[src/seq_defines.svh]
// Constants of the sequence input decoder: register map, function codes, reset values.
`ifndef SEQ_DEFINES_SVH
`define SEQ_DEFINES_SVH

// Register addresses (word index on the plain register port).
`define ADDR_COMP0 8'h01
`define ADDR_MODE_CFG 8'h09
`define ADDR_SPD1 8'h1F
`define ADDR_SPD2 8'h20
`define ADDR_SPD3 8'h21
`define ADDR_ACC0 8'h23
`define ADDR_DEC0 8'h24
`define ADDR_ACC1 8'h25
`define ADDR_DEC1 8'h26
`define ADDR_GAIN 8'h46
`define ADDR_COMP1 8'h4E
`define ADDR_COMP2 8'h4F
`define ADDR_COMP3 8'h50
`define ADDR_MAX_SPEED 8'h51
`define ADDR_ASSIGN_BASE 8'h60
`define ADDR_STATUS 8'h7F

// Terminal function codes.
`define FN_PULSE_INHIBIT 11
`define FN_COMP_SEL0 12
`define FN_COMP_SEL1 13
`define FN_MODE_SWITCH 14
`define FN_FORWARD 15
`define FN_REVERSE 16
`define FN_STEP_SEL0 17
`define FN_STEP_SEL1 18
`define FN_TIME_SEL 19

// Reset values.
`define RST_COMP 16'h0001
`define RST_GAIN 16'h1000
`define RST_MAX_SPEED 16'h1000
`define RST_MODE_CFG 3'h0

// Fixed-point shifts: analog full scale and gain with twelve fraction bits.
`define ADC_FS_SHIFT 13
`define GAIN_FRAC_SHIFT 12

`endif

[src/seq_pkg.sv]
// Types shared by the sequence input decoder files.
package seq_pkg;
  typedef enum logic [1:0] {MODE_POS, MODE_SPD, MODE_TRQ} ctrl_mode_e;
  typedef enum logic [1:0] {MOT_IDLE, MOT_POSITIVE, MOT_NEGATIVE} motion_e;
  typedef logic [15:0] word_t;
endpackage

[src/term_sync.sv]
// Three-stage synchroniser with agreement filter for the sequence input pins.
`timescale 1ns/1ps
module term_sync #(
  parameter int N = 8
) (
  // Clock and reset
  input wire logic clk,
  input wire logic reset,
  // Pins and clean levels
  input wire logic [N-1:0] pin_in,
  output logic [N-1:0] level_out
);
  typedef struct packed {
    logic [N-1:0] s1;
    logic [N-1:0] s2;
    logic [N-1:0] s3;
    logic [N-1:0] lvl;
  } sync_s;
  sync_s q, d;

  // A new level is taken only when stages two and three agree, so a pin caught mid-edge never flickers.
  always_comb begin
    d = q;
    d.s1 = pin_in;
    d.s2 = q.s1;
    d.s3 = q.s2;
    for (int i = 0; i < N; i++) begin
      if (q.s2[i] == q.s3[i]) begin
        d.lvl[i] = q.s3[i];
      end
    end
  end

  // State register.
  always_ff @(posedge clk or posedge reset) begin
    if (reset) begin
      q <= '0;
    end else begin
      q <= d;
    end
  end

  assign level_out = q.lvl;
endmodule

[src/param_bank.sv]
// Bank of selectable parameter words with registered selected values and read port.
`timescale 1ns/1ps
`include "seq_defines.svh"
module param_bank (
  // Clock and reset
  input wire logic clk,
  input wire logic reset,
  // Register port
  input wire logic [7:0] addr,
  input wire seq_pkg::word_t wdata,
  input wire logic we,
  input wire logic re,
  output seq_pkg::word_t rdata,
  output logic rhit,
  // Selects
  input wire logic [1:0] comp_sel,
  input wire logic [1:0] step_sel,
  input wire logic time_sel,
  // Selected values
  output seq_pkg::word_t comp_value,
  output seq_pkg::word_t preset_speed,
  output seq_pkg::word_t accel_time,
  output seq_pkg::word_t decel_time
);
  import seq_pkg::*;
  typedef struct packed {
    word_t [3:0] comp;
    word_t [2:0] spd;
    word_t [3:0] tim;
    word_t comp_o;
    word_t spd_o;
    word_t acc_o;
    word_t dec_o;
    word_t rd;
    logic hit;
  } bank_s;
  bank_s q, d;
  word_t rv;
  logic rh;

  // Writes, read decode and selection; outputs all come from the register.
  always_comb begin
    d = q;
    rv = 16'h0000;
    rh = 1'b0;
    case (addr)
      `ADDR_COMP0: begin rv = q.comp[0]; rh = 1'b1; if (we) d.comp[0] = wdata; end
      `ADDR_COMP1: begin rv = q.comp[1]; rh = 1'b1; if (we) d.comp[1] = wdata; end
      `ADDR_COMP2: begin rv = q.comp[2]; rh = 1'b1; if (we) d.comp[2] = wdata; end
      `ADDR_COMP3: begin rv = q.comp[3]; rh = 1'b1; if (we) d.comp[3] = wdata; end
      `ADDR_SPD1: begin rv = q.spd[0]; rh = 1'b1; if (we) d.spd[0] = wdata; end
      `ADDR_SPD2: begin rv = q.spd[1]; rh = 1'b1; if (we) d.spd[1] = wdata; end
      `ADDR_SPD3: begin rv = q.spd[2]; rh = 1'b1; if (we) d.spd[2] = wdata; end
      `ADDR_ACC0: begin rv = q.tim[0]; rh = 1'b1; if (we) d.tim[0] = wdata; end
      `ADDR_DEC0: begin rv = q.tim[1]; rh = 1'b1; if (we) d.tim[1] = wdata; end
      `ADDR_ACC1: begin rv = q.tim[2]; rh = 1'b1; if (we) d.tim[2] = wdata; end
      `ADDR_DEC1: begin rv = q.tim[3]; rh = 1'b1; if (we) d.tim[3] = wdata; end
      default: begin rv = 16'h0000; rh = 1'b0; end
    endcase
    d.rd = re ? rv : 16'h0000;
    d.hit = re & rh;
    d.comp_o = q.comp[comp_sel];
    d.spd_o = (step_sel == 2'b00) ? 16'h0000 : q.spd[step_sel - 2'd1];
    d.acc_o = time_sel ? q.tim[2] : q.tim[0];
    d.dec_o = time_sel ? q.tim[3] : q.tim[1];
  end

  // State register.
  always_ff @(posedge clk or posedge reset) begin
    if (reset) begin
      q <= '0;
      q.comp <= {4{`RST_COMP}};
      q.comp_o <= `RST_COMP;
    end else begin
      q <= d;
    end
  end

  assign rdata = q.rd;
  assign rhit = q.hit;
  assign comp_value = q.comp_o;
  assign preset_speed = q.spd_o;
  assign accel_time = q.acc_o;
  assign decel_time = q.dec_o;
endmodule

[src/seq_input_select.sv]
// Sequence input decoder: terminal assignment, mode choice, rotation commands and speed source.
`timescale 1ns/1ps
`include "seq_defines.svh"
module seq_input_select #(
  parameter int N_TERM = 8,
  parameter int SPD_W = 24
) (
  // Clock and reset
  input wire logic clk,
  input wire logic reset,
  // Register port
  input wire logic [7:0] reg_addr,
  input wire seq_pkg::word_t reg_wdata,
  input wire logic reg_we,
  input wire logic reg_re,
  output seq_pkg::word_t reg_rdata,
  // Sequence input terminals
  input wire logic [N_TERM-1:0] term_pin,
  // Analog speed command sample, two's complement, same clock domain
  input wire logic [13:0] analog_speed_code,
  // Control mode and pulse train gating
  output seq_pkg::ctrl_mode_e ctrl_mode,
  output logic pulse_accept,
  output logic manual_enable,
  // Rotation
  output logic forward_rotate_cmd,
  output logic reverse_rotate_cmd,
  output logic accel_start,
  output logic decel_start,
  // Selected values
  output logic signed [SPD_W-1:0] speed_target,
  output seq_pkg::word_t comp_value,
  output seq_pkg::word_t accel_time,
  output seq_pkg::word_t decel_time
);
  import seq_pkg::*;

  typedef struct packed {
    logic [N_TERM-1:0][4:0] assign_code;
    logic [2:0] mode_cfg;
    word_t gain;
    word_t max_speed;
    logic forward_prev;
    logic reverse_prev;
    ctrl_mode_e mode;
    motion_e motion;
    logic pulse_ok;
    logic manual;
    logic acc_p;
    logic dec_p;
    logic signed [SPD_W-1:0] speed;
    word_t rd;
  } core_s;
  core_s q, d;

  logic [N_TERM-1:0] term_lvl;
  logic [N_TERM-1:0][31:0] term_hot;
  logic [31:0] fn_lvl;
  word_t bank_rd;
  logic bank_hit;
  word_t preset_speed;
  logic forward_lvl;
  logic reverse_lvl;
  logic forward_rise;
  logic reverse_rise;
  logic mode_sw;
  logic [1:0] comp_sel;
  logic [1:0] step_sel;
  logic time_sel;
  logic signed [30:0] scale_a;
  logic signed [17:0] scale_a_cut;
  logic signed [34:0] scale_b;
  logic signed [SPD_W-1:0] analog_speed;
  logic signed [SPD_W-1:0] preset_signed;
  word_t status_word;
  word_t main_rv;

  // Every terminal passes the synchroniser before any decoding.
  term_sync #(
    .N(N_TERM)
  ) u_sync (
    .clk(clk),
    .reset(reset),
    .pin_in(term_pin),
    .level_out(term_lvl)
  );

  // Each terminal raises the one function its assignment code names; code zero names none.
  genvar g;
  generate
    for (g = 0; g < N_TERM; g++) begin : g_term
      assign term_hot[g] = term_lvl[g] ? (32'h0000_0001 << q.assign_code[g]) : 32'h0000_0000;
    end
  endgenerate

  // Functions from several terminals combine as an OR; an unassigned function reads OFF.
  always_comb begin
    fn_lvl = 32'h0000_0000;
    for (int i = 0; i < N_TERM; i++) begin
      fn_lvl = fn_lvl | term_hot[i];
    end
    fn_lvl[0] = 1'b0;
  end

  // Function levels picked out of the decoded vector.
  assign comp_sel = {fn_lvl[`FN_COMP_SEL1], fn_lvl[`FN_COMP_SEL0]};
  assign mode_sw = fn_lvl[`FN_MODE_SWITCH];
  assign forward_lvl = fn_lvl[`FN_FORWARD];
  assign reverse_lvl = fn_lvl[`FN_REVERSE];
  assign step_sel = {fn_lvl[`FN_STEP_SEL1], fn_lvl[`FN_STEP_SEL0]};
  assign time_sel = fn_lvl[`FN_TIME_SEL];
  assign forward_rise = forward_lvl & ~q.forward_prev;
  assign reverse_rise = reverse_lvl & ~q.reverse_prev;

  // Selectable parameter words live in their own bank.
  param_bank u_bank (
    .clk(clk),
    .reset(reset),
    .addr(reg_addr),
    .wdata(reg_wdata),
    .we(reg_we),
    .re(reg_re),
    .rdata(bank_rd),
    .rhit(bank_hit),
    .comp_sel(comp_sel),
    .step_sel(step_sel),
    .time_sel(time_sel),
    .comp_value(comp_value),
    .preset_speed(preset_speed),
    .accel_time(accel_time),
    .decel_time(decel_time)
  );

  // The analog code is signed with its full scale at bit 13, so dividing by 2^13 maps
  // plus full scale to about the maximum speed; the one-code shortfall is accepted.
  always_comb begin
    // Operands are widened before the product so no tool can truncate it at operand width.
    scale_a = 31'(signed'(analog_speed_code)) * 31'(signed'({1'b0, q.max_speed}));
    scale_a_cut = scale_a[30:`ADC_FS_SHIFT];
    scale_b = 35'(scale_a_cut) * 35'(signed'({1'b0, q.gain}));
    // A part-select is unsigned, so it is made signed again to keep reverse speeds negative.
    analog_speed = SPD_W'(signed'(scale_b[34:`GAIN_FRAC_SHIFT]));
  end

  // Presets are magnitudes; the direction of the running command gives the sign.
  always_comb begin
    preset_signed = SPD_W'(signed'({1'b0, preset_speed}));
    if (q.motion == MOT_NEGATIVE) begin
      preset_signed = -preset_signed;
    end
  end

  // Status word: mode, motion, pulse gating and the decoded function levels 11 to 19.
  assign status_word = {1'b0, fn_lvl[`FN_TIME_SEL:`FN_PULSE_INHIBIT], q.manual, q.pulse_ok, q.motion, q.mode};

  // Read decode of the registers held here; unmapped addresses read zero.
  always_comb begin
    main_rv = 16'h0000;
    case (reg_addr)
      `ADDR_MODE_CFG: main_rv = {13'h0000, q.mode_cfg};
      `ADDR_GAIN: main_rv = q.gain;
      `ADDR_MAX_SPEED: main_rv = q.max_speed;
      `ADDR_STATUS: main_rv = status_word;
      default: begin
        for (int i = 0; i < N_TERM; i++) begin
          if (reg_addr == 8'(`ADDR_ASSIGN_BASE + i)) begin
            main_rv = {11'h000, q.assign_code[i]};
          end
        end
      end
    endcase
  end

  // Next-state logic of the whole decoder.
  always_comb begin
    d = q;
    d.acc_p = 1'b0;
    d.dec_p = 1'b0;
    d.rd = reg_re ? main_rv : 16'h0000;

    // Register writes.
    if (reg_we) begin
      case (reg_addr)
        `ADDR_MODE_CFG: d.mode_cfg = reg_wdata[2:0];
        `ADDR_GAIN: d.gain = reg_wdata;
        `ADDR_MAX_SPEED: d.max_speed = reg_wdata;
        default: begin
          for (int i = 0; i < N_TERM; i++) begin
            if (reg_addr == 8'(`ADDR_ASSIGN_BASE + i)) begin
              d.assign_code[i] = reg_wdata[4:0];
            end
          end
        end
      endcase
    end

    // Mode choice; settings above 5 fall back to fixed position control.
    case (q.mode_cfg)
      3'd0: d.mode = MODE_POS;
      3'd1: d.mode = MODE_SPD;
      3'd2: d.mode = MODE_TRQ;
      3'd3: d.mode = mode_sw ? MODE_SPD : MODE_POS;
      3'd4: d.mode = mode_sw ? MODE_TRQ : MODE_POS;
      3'd5: d.mode = mode_sw ? MODE_TRQ : MODE_SPD;
      default: d.mode = MODE_POS;
    endcase

    // Inhibit asserted switches to manual operation and shuts the pulse train out.
    d.manual = fn_lvl[`FN_PULSE_INHIBIT];
    d.pulse_ok = ~fn_lvl[`FN_PULSE_INHIBIT];

    // Edge memory for the position-mode start.
    d.forward_prev = forward_lvl;
    d.reverse_prev = reverse_lvl;

    // Rotation command handling by mode.
    if (q.mode == MODE_POS) begin
      if (!fn_lvl[`FN_PULSE_INHIBIT]) begin
        // Manual motion needs the inhibit; the host is expected to raise it first.
        d.motion = MOT_IDLE;
      end else begin
        case (q.motion)
          MOT_IDLE: begin
            // A start needs a clean edge; both rising together keeps the stop.
            if (forward_rise && !reverse_lvl) begin
              d.motion = MOT_POSITIVE;
            end else if (reverse_rise && !forward_lvl) begin
              d.motion = MOT_NEGATIVE;
            end
          end
          MOT_POSITIVE: begin
            // The reverse command is ignored while turning forward.
            if (!forward_lvl) begin
              d.motion = MOT_IDLE;
            end
          end
          MOT_NEGATIVE: begin
            if (!reverse_lvl) begin
              d.motion = MOT_IDLE;
            end
          end
          default: d.motion = MOT_IDLE;
        endcase
      end
    end else begin
      // Speed and torque follow the levels; both on means a deceleration stop.
      if (forward_lvl && !reverse_lvl) begin
        d.motion = MOT_POSITIVE;
      end else if (reverse_lvl && !forward_lvl) begin
        d.motion = MOT_NEGATIVE;
      end else begin
        d.motion = MOT_IDLE;
      end
    end

    // Ramp events mark each change of motion.
    if (d.motion != q.motion) begin
      d.acc_p = (d.motion != MOT_IDLE);
      d.dec_p = (d.motion == MOT_IDLE);
    end

    // Speed source: analog or a preset, chosen the same way in every control mode.
    if (step_sel == 2'b00) begin
      d.speed = analog_speed;
    end else begin
      d.speed = preset_signed;
    end
  end

  // State register.
  always_ff @(posedge clk or posedge reset) begin
    if (reset) begin
      q <= '0;
      q.mode_cfg <= `RST_MODE_CFG;
      q.gain <= `RST_GAIN;
      q.max_speed <= `RST_MAX_SPEED;
      q.mode <= MODE_POS;
      q.motion <= MOT_IDLE;
      q.pulse_ok <= 1'b1;
    end else begin
      q <= d;
    end
  end

  // Outputs come straight from the register; read data merge the two register banks.
  assign reg_rdata = bank_hit ? bank_rd : q.rd;
  assign ctrl_mode = q.mode;
  assign pulse_accept = q.pulse_ok;
  assign manual_enable = q.manual;
  assign forward_rotate_cmd = (q.motion == MOT_POSITIVE);
  assign reverse_rotate_cmd = (q.motion == MOT_NEGATIVE);
  assign accel_start = q.acc_p;
  assign decel_start = q.dec_p;
  assign speed_target = q.speed;
endmodule

[config.mk]
export PLATFORM = sky130hd
export DESIGN_NAME = seq_input_select
export DESIGN_NICKNAME = d
export VERILOG_FILES = /design/src/seq_pkg.sv /design/src/term_sync.sv /design/src/param_bank.sv /design/src/seq_input_select.sv
export VERILOG_INCLUDE_DIRS = /design/src
export SDC_FILE = /design/constraint.sdc
export NUM_CORES = 2
export LEC_CHECK = 0
export BUFFER_PORTS_ARGS = -buffer_cell sky130_fd_sc_hd__buf_2
export CORE_ASPECT_RATIO = 0.9
export CORE_MARGIN = 2
export CORE_UTILIZATION = 58
export DETAILED_ROUTE_END_ITERATION = 7
export PLACE_DENSITY = 0.78
export SETUP_SLACK_MARGIN = 0.4
export SYNTH_ARGS = -nofsm -noshare
export SYNTH_HDL_FRONTEND = slang
export SYNTH_SLANG_ARGS = --single-unit
export TNS_END_PERCENT = 10
[constraint.sdc]
create_clock -name clk -period 14.4 [get_ports clk]
set_clock_uncertainty 0.1 [all_clocks]
set_input_delay 2.88 -clock clk [delete_from_list [all_inputs] [get_ports clk]]
set_output_delay 2.88 -clock clk [all_outputs]
set_load 0.01 [all_outputs]
# Word-level counts from Yosys, hierarchy flattened
# Index checks and enable logic that the tools add are counted.
[totals]
ff_bits = 414
out_inout_bits = 96
[classes]
add_sub_neg = 2
mul = 2
n_lt_le_gt_ge = 2
eq_ne = 39
n_shift = 8
mux = 45
bitwise = 14
reduce_logical = 35
[ops]
columns = ["cell", "n"]
rows = [
  ["16-bit 2-to-1 mux", 15],
  ["16-bit case mux with 11 select lines", 1],
  ["20-bit 2-to-1 mux", 8],
  ["1-bit by 5-bit << shifter with 20-bit output, first input constant", 8],
  ["20-bit OR", 7],
  ["8-bit by 7-bit equality test with 1-bit output, second input constant", 14],
  ["16-bit binary-select mux with 2-bit select", 2],
  ["16-bit case mux with 4 select lines", 1],
  ["8-bit by 6-bit equality test with 1-bit output, second input constant", 6],
  ["24-bit 2-to-1 mux", 2],
  ["18-bit by 17-bit multiplier with 35-bit output", 1],
  ["14-bit by 17-bit multiplier with 31-bit output", 1],
  ["2-bit AND reduction", 14],
  ["16-bit negation with 24-bit output", 1],
  ["3-bit AND reduction", 8],
  ["2-bit 2-to-1 mux", 11],
  ["11-bit OR reduction", 1],
  ["2-bit case mux with 5 select lines", 1],
  ["1-bit equality test", 8],
  ["8-bit by 1-bit equality test with 1-bit output, second input constant", 1],
  ["8-bit by 4-bit equality test with 1-bit output, second input constant", 1],
  ["8-bit by 5-bit equality test with 1-bit output, second input constant", 1],
  ["2-bit logical NOT", 4],
  ["3-bit by 2-bit equality test with 1-bit output, second input constant", 2],
  ["16 further kinds", 28],
]

# Depth between registers and ports, before layout
[depth]
depth_word = 18
ltp_mapped = 46
ltp_nobuf = 43

# By module
# A second synthesis with hierarchy kept.
[hier_totals]
hier_cells = 3690
hier_area_um2 = 38567.0
[by_module_without_submodules]
columns = ["mod", "n_inst", "cells_each", "area_per_inst_um2"]
rows = [
  ["seq_input_select", 1, 2712, 25348.1],
  ["param_bank", 1, 929, 12264.3],
  ["term_sync", 1, 49, 954.7],
]

# Least setup slack after synthesis
# No wires, ideal clock.
[synth_timing]
path_type = "input-to-reg"
startpoint = "in analog_speed_code[4]"
endpoint = "reg q (netlist bit speed_target[21])"
arrival_time_ns = 13.795
t_required_ns = 14.180
slack_ns = 0.385
stages = 42
cell_sequence = "clkbuf_1 -> and2_1 -> fa_1 -> inv_1 -> fa_1 -> inv_1 -> fa_1 -> inv_1 -> fa_1 -> inv_1 -> fa_1 -> inv_1 -> fa_1 -> inv_1 -> ha_1 -> a211o_1 -> a221oi_2 -> o21ai_2 -> [6 not listed] -> fa_1 -> fa_1 -> clkbuf_1 -> xnor2_1 -> xnor2_1 -> fa_1 -> fa_1 -> inv_1 -> fa_1 -> inv_1 -> ha_1 -> nand3_1 -> nor3_1 -> o2111ai_1 -> a41oi_1 -> o211ai_1 -> a21o_1 -> a31o_2"
[synth_rtl]
columns = ["element", "line_no", "rtl"]
rows = [
  ["from (decl)", "seq_input_select.sv:20", "input wire logic [13:0] analog_speed_code,"],
  ["to (decl)", "seq_input_select.sv:54", "core_s q, d;"],
]

==> metrics.md <==
| Metric | Value |
|---|---|
| Cell count after synthesis | 3591 |
| Share of the synthesized area in the top cell type | 0.272 |
| Worst setup EP type | register |
| H-Tree Depth | 2 |
| Crit path arrival time | 13.99 ns |
| Worst Tran Pin Value | 1.23 ns |
| Largest net degree at the start of global routing | 159 |
| GRT Total Usage | 0.293 |
| Mapped Avg Cell Area | 10.4 um^2 |
| P per Cell Area | 98.3 nW/um^2 |
| # fillers | 5040 |
| Endpoints failing hold | 0 |
| DRT iter0 DRCs | 2063 |
| R2r setup slk | 2.43 ns |
| Mapped Nets | 4289 |
| Final setup fails | 0 |
| Fin. max-slew vios | 0 |
| CTS root buf | clkbuf_16 |
| Routability Congestion | 0.988 |
| Post-synth EDFFs | 0 |
| Setup CP Type | input pin to register |
| Cell Rows | 88 |
| First-pass GRT wire length | 154000 um |
| Peak supply drop | 136 uV |
| Leading post-synthesis cells by instance count | 568 x inv_1, 450 x fa_1, 406 x dfrtp_1 |
| Most used standard cell by instance count after synthesis | inv_1 |
| Design area | 40300 um^2 |
| Unrepaired setup endpoints after global routing | no |
| Flops & latches, synth | 414 |
| Share of layout cells above drive strength 1 | 0.193 |
| GR Util met3 | 0.0373 |
| Main synth FF type | dfrtp_1 |
| # Max-Cap Violations | 0 |
| Leakage power | 20.6 nW |
| Clock sink count | 414 |
| Vias in the first global route | 28.4k |
| F_max | 73.2 MHz |
| Post-layout min period | 13.66 ns |
| Routed WL | 95400 um |
| Register area share after synthesis | 0.277 |
| Synth cell types | 89 |
| # nets final | 4308 |
| Status | finished with violations |
| Tcrit/Tclk final | 0.949 |
| Yosys top cell by area | dfrtp_1 |
| Top Usage Layer GRT | met2 |
| Initial Utilization | 0.584 |
| CTS max path bufs | 3 |
| Die Wd | 272 um |
| Post-route setup TNS | 0 ns |
| # diodes | 0 |
| Clock Latency Late Sink | 0.56 ns |
| TritonCTS clock tree | yes |
| Violated checks | design-rule violations |
| Max incr delay on CP | 0.55 ns |
| GRT met1 Usage | 0.396 |
| Vias per inst | 5.93 |
| CTS Buf Count | 40 |
| # DRC | 4 |
| Reg clk slew, reported paths | 0.06 ns |
| Most used cell, CP | fa_1 |
| Area growth syn-to-layout | 7.86% |
| I/O pin count | 146 |
| Worst EP required | 14.73 ns |
| Register Area | 10400 um^2 |
| Multi-input logic area | 24000 um^2 |
| Hold Crit Class | register to register |
| WL/cell | 21.2 um |
| CTS Hold Bufs | 0 |
| Hold depth | 0 |
| Hold slack | 0.248 ns |
| Vias | 26.7k |
| Ys Warns | 0 |
| CP Launch Type | input pin |
| Top post-synthesis cells by area | dfrtp_1 27%, fa_1 24%, mux2_2 9.2%, ha_1 6.6%, inv_1 5.7% |
| Die Ht | 245 um |
| Worst R2R Path Depth | 41 |
| Initial antenna violation count | 1 |
| Post-synthesis cell area | 37400 um^2 |
| Async S/R FF share, synth | 1.00 |
| Die area | 66500 um^2 |
| Number of port buffers | 145 |
| Antenna Nets Post-Route | 0 |
| Placed Area | 38500 um^2 |
| Congestion Overflow GR | 0 |
| CP max stage cell | fa_1 |
| GR Layer Usage met2 | 0.484 |
| HPWL Detailed | 71500 um |
| Drt pass-1 iters | 8 |
| Slew HR | 0.180 |
| Core Area | 64000 um^2 |
| Critical Path Fanout Max | 11 |
-- per-layer routing --
layer	wire, um	vias up
met5	19	-
met4	3950	2
met3	6680	252
met2	45700	1173
met1	39000	13700
li1	-	11600
-- layout by cell type (no fill, tap or decap), drive strengths merged, types with 22 or more instances in the layout --
cell,instances
a211oi,26
nand2,311
fa,450
a21oi,88
a21o,22
clkbuf,54
nand2b,47
nor3,24
mux2,308
o22ai,26
xor2,25
dfrtp,406
inv,570
xnor2,34
a22o,22
nor2,104
buf,230
mux2i,56
o21ai,56
a221oi,35
ha,198
a31oi,28
and2,263
-- cell type report --
| cell class | count | area share |
|---|---|---|
| Clock buffer | 54 | 0.0276 |
| Timing Repair Buffer | 231 | 0.0348 |
| Multi-Input combinational cell | 2352 | 0.594 |
| Clock inverter | 18 | 0.00630 |
| Inverter | 571 | 0.0532 |
| Sequential cell | 414 | 0.257 |
| Tap cell | 855 | 0.0265 |
-- flip-flops by register name, indices dropped and copies added (netlist names) --
register,cells
speed_target,24
u_sync.d,16
u_sync.q,8
u_sync.level_out,8
u_bank.comp_value,16
q,95
manual_enable,1
u_bank.preset_speed,16
u_bank.rdata,16
pulse_accept,1
u_bank.rhit,1
u_bank.accel_time,16
u_bank.decel_time,16
u_bank.q,176
decel_start,1
ctrl_mode,2
accel_start,1
-- critical path, delay by kind of cell --
family / cells / cell delay (ns)
AOI/OAI and AO/OA: 8 / 1.73
buffers and inverters: 10 / 0.72
and+or+nand+nor: 9 / 2.03
adders and majority gates: 14 / 6.60
-- timing repair --
item,in CTS,in global routing
endpoints found under the setup margin,0,16
gates resized for setup,0,67
endpoints found under the hold margin,0,0
setup buffers,0,10
-- per-stage QoR --
stage	power [mW]	std cells	utilization	worst slack, ns
6_report	3.97	4495	0.630	0.739
3_3_place_gp	2.77	4412	0.602	0.0705
3_5_place_dp	2.81	4412	0.602	-0.123
2_1_floorplan	2.33	3591	-	0.385
4_1_cts	3.91	4484	0.624	0.422
5_1_grt	4.22	4495	0.630	0.342
-- logic make-up (layout without fill, tap and decap cells) --
group,count (synthesis),in the layout,synth area share
buffers and inverters,825,874,0.0915
AO/OA/AOI/OAI,395,395,0.0743
flip-flops,414,414,0.277
adder cells (fa/ha/maj),662,662,0.311
multiplexers,369,369,0.111
XOR/XNOR,59,59,0.0138
AND/OR/NAND/NOR,867,867,0.121
-- report_power, final --
| part | switching (mW) | leakage, nW | internal (mW) |
|---|---|---|---|
| Clock | 0.461 | 0.669 | 0.638 |
| Combinational | 0.931 | 14.4 | 0.621 |
| Sequential | 0.0720 | 5.60 | 1.24 |
| Total | 1.46 | 20.6 | 2.50 |
-- worst paths after layout --
path | from | end
min | u_sync.d[18]$_DFF_PP0_ | u_sync.d[10]$_DFF_PP0_
max in group asynchronous | reset | speed_target[8]$_DFF_PP0_
max reg2reg | q[57]$_DFFE_PP0P_ | speed_target[23]$_DFF_PP0_
max | analog_speed_code[2] | speed_target[23]$_DFF_PP0_
min in group asynchronous | reset | u_sync.d[19]$_DFF_PP0_
min reg2reg | u_sync.d[18]$_DFF_PP0_ | u_sync.d[10]$_DFF_PP0_
Power figures use the tool's default switching activity.
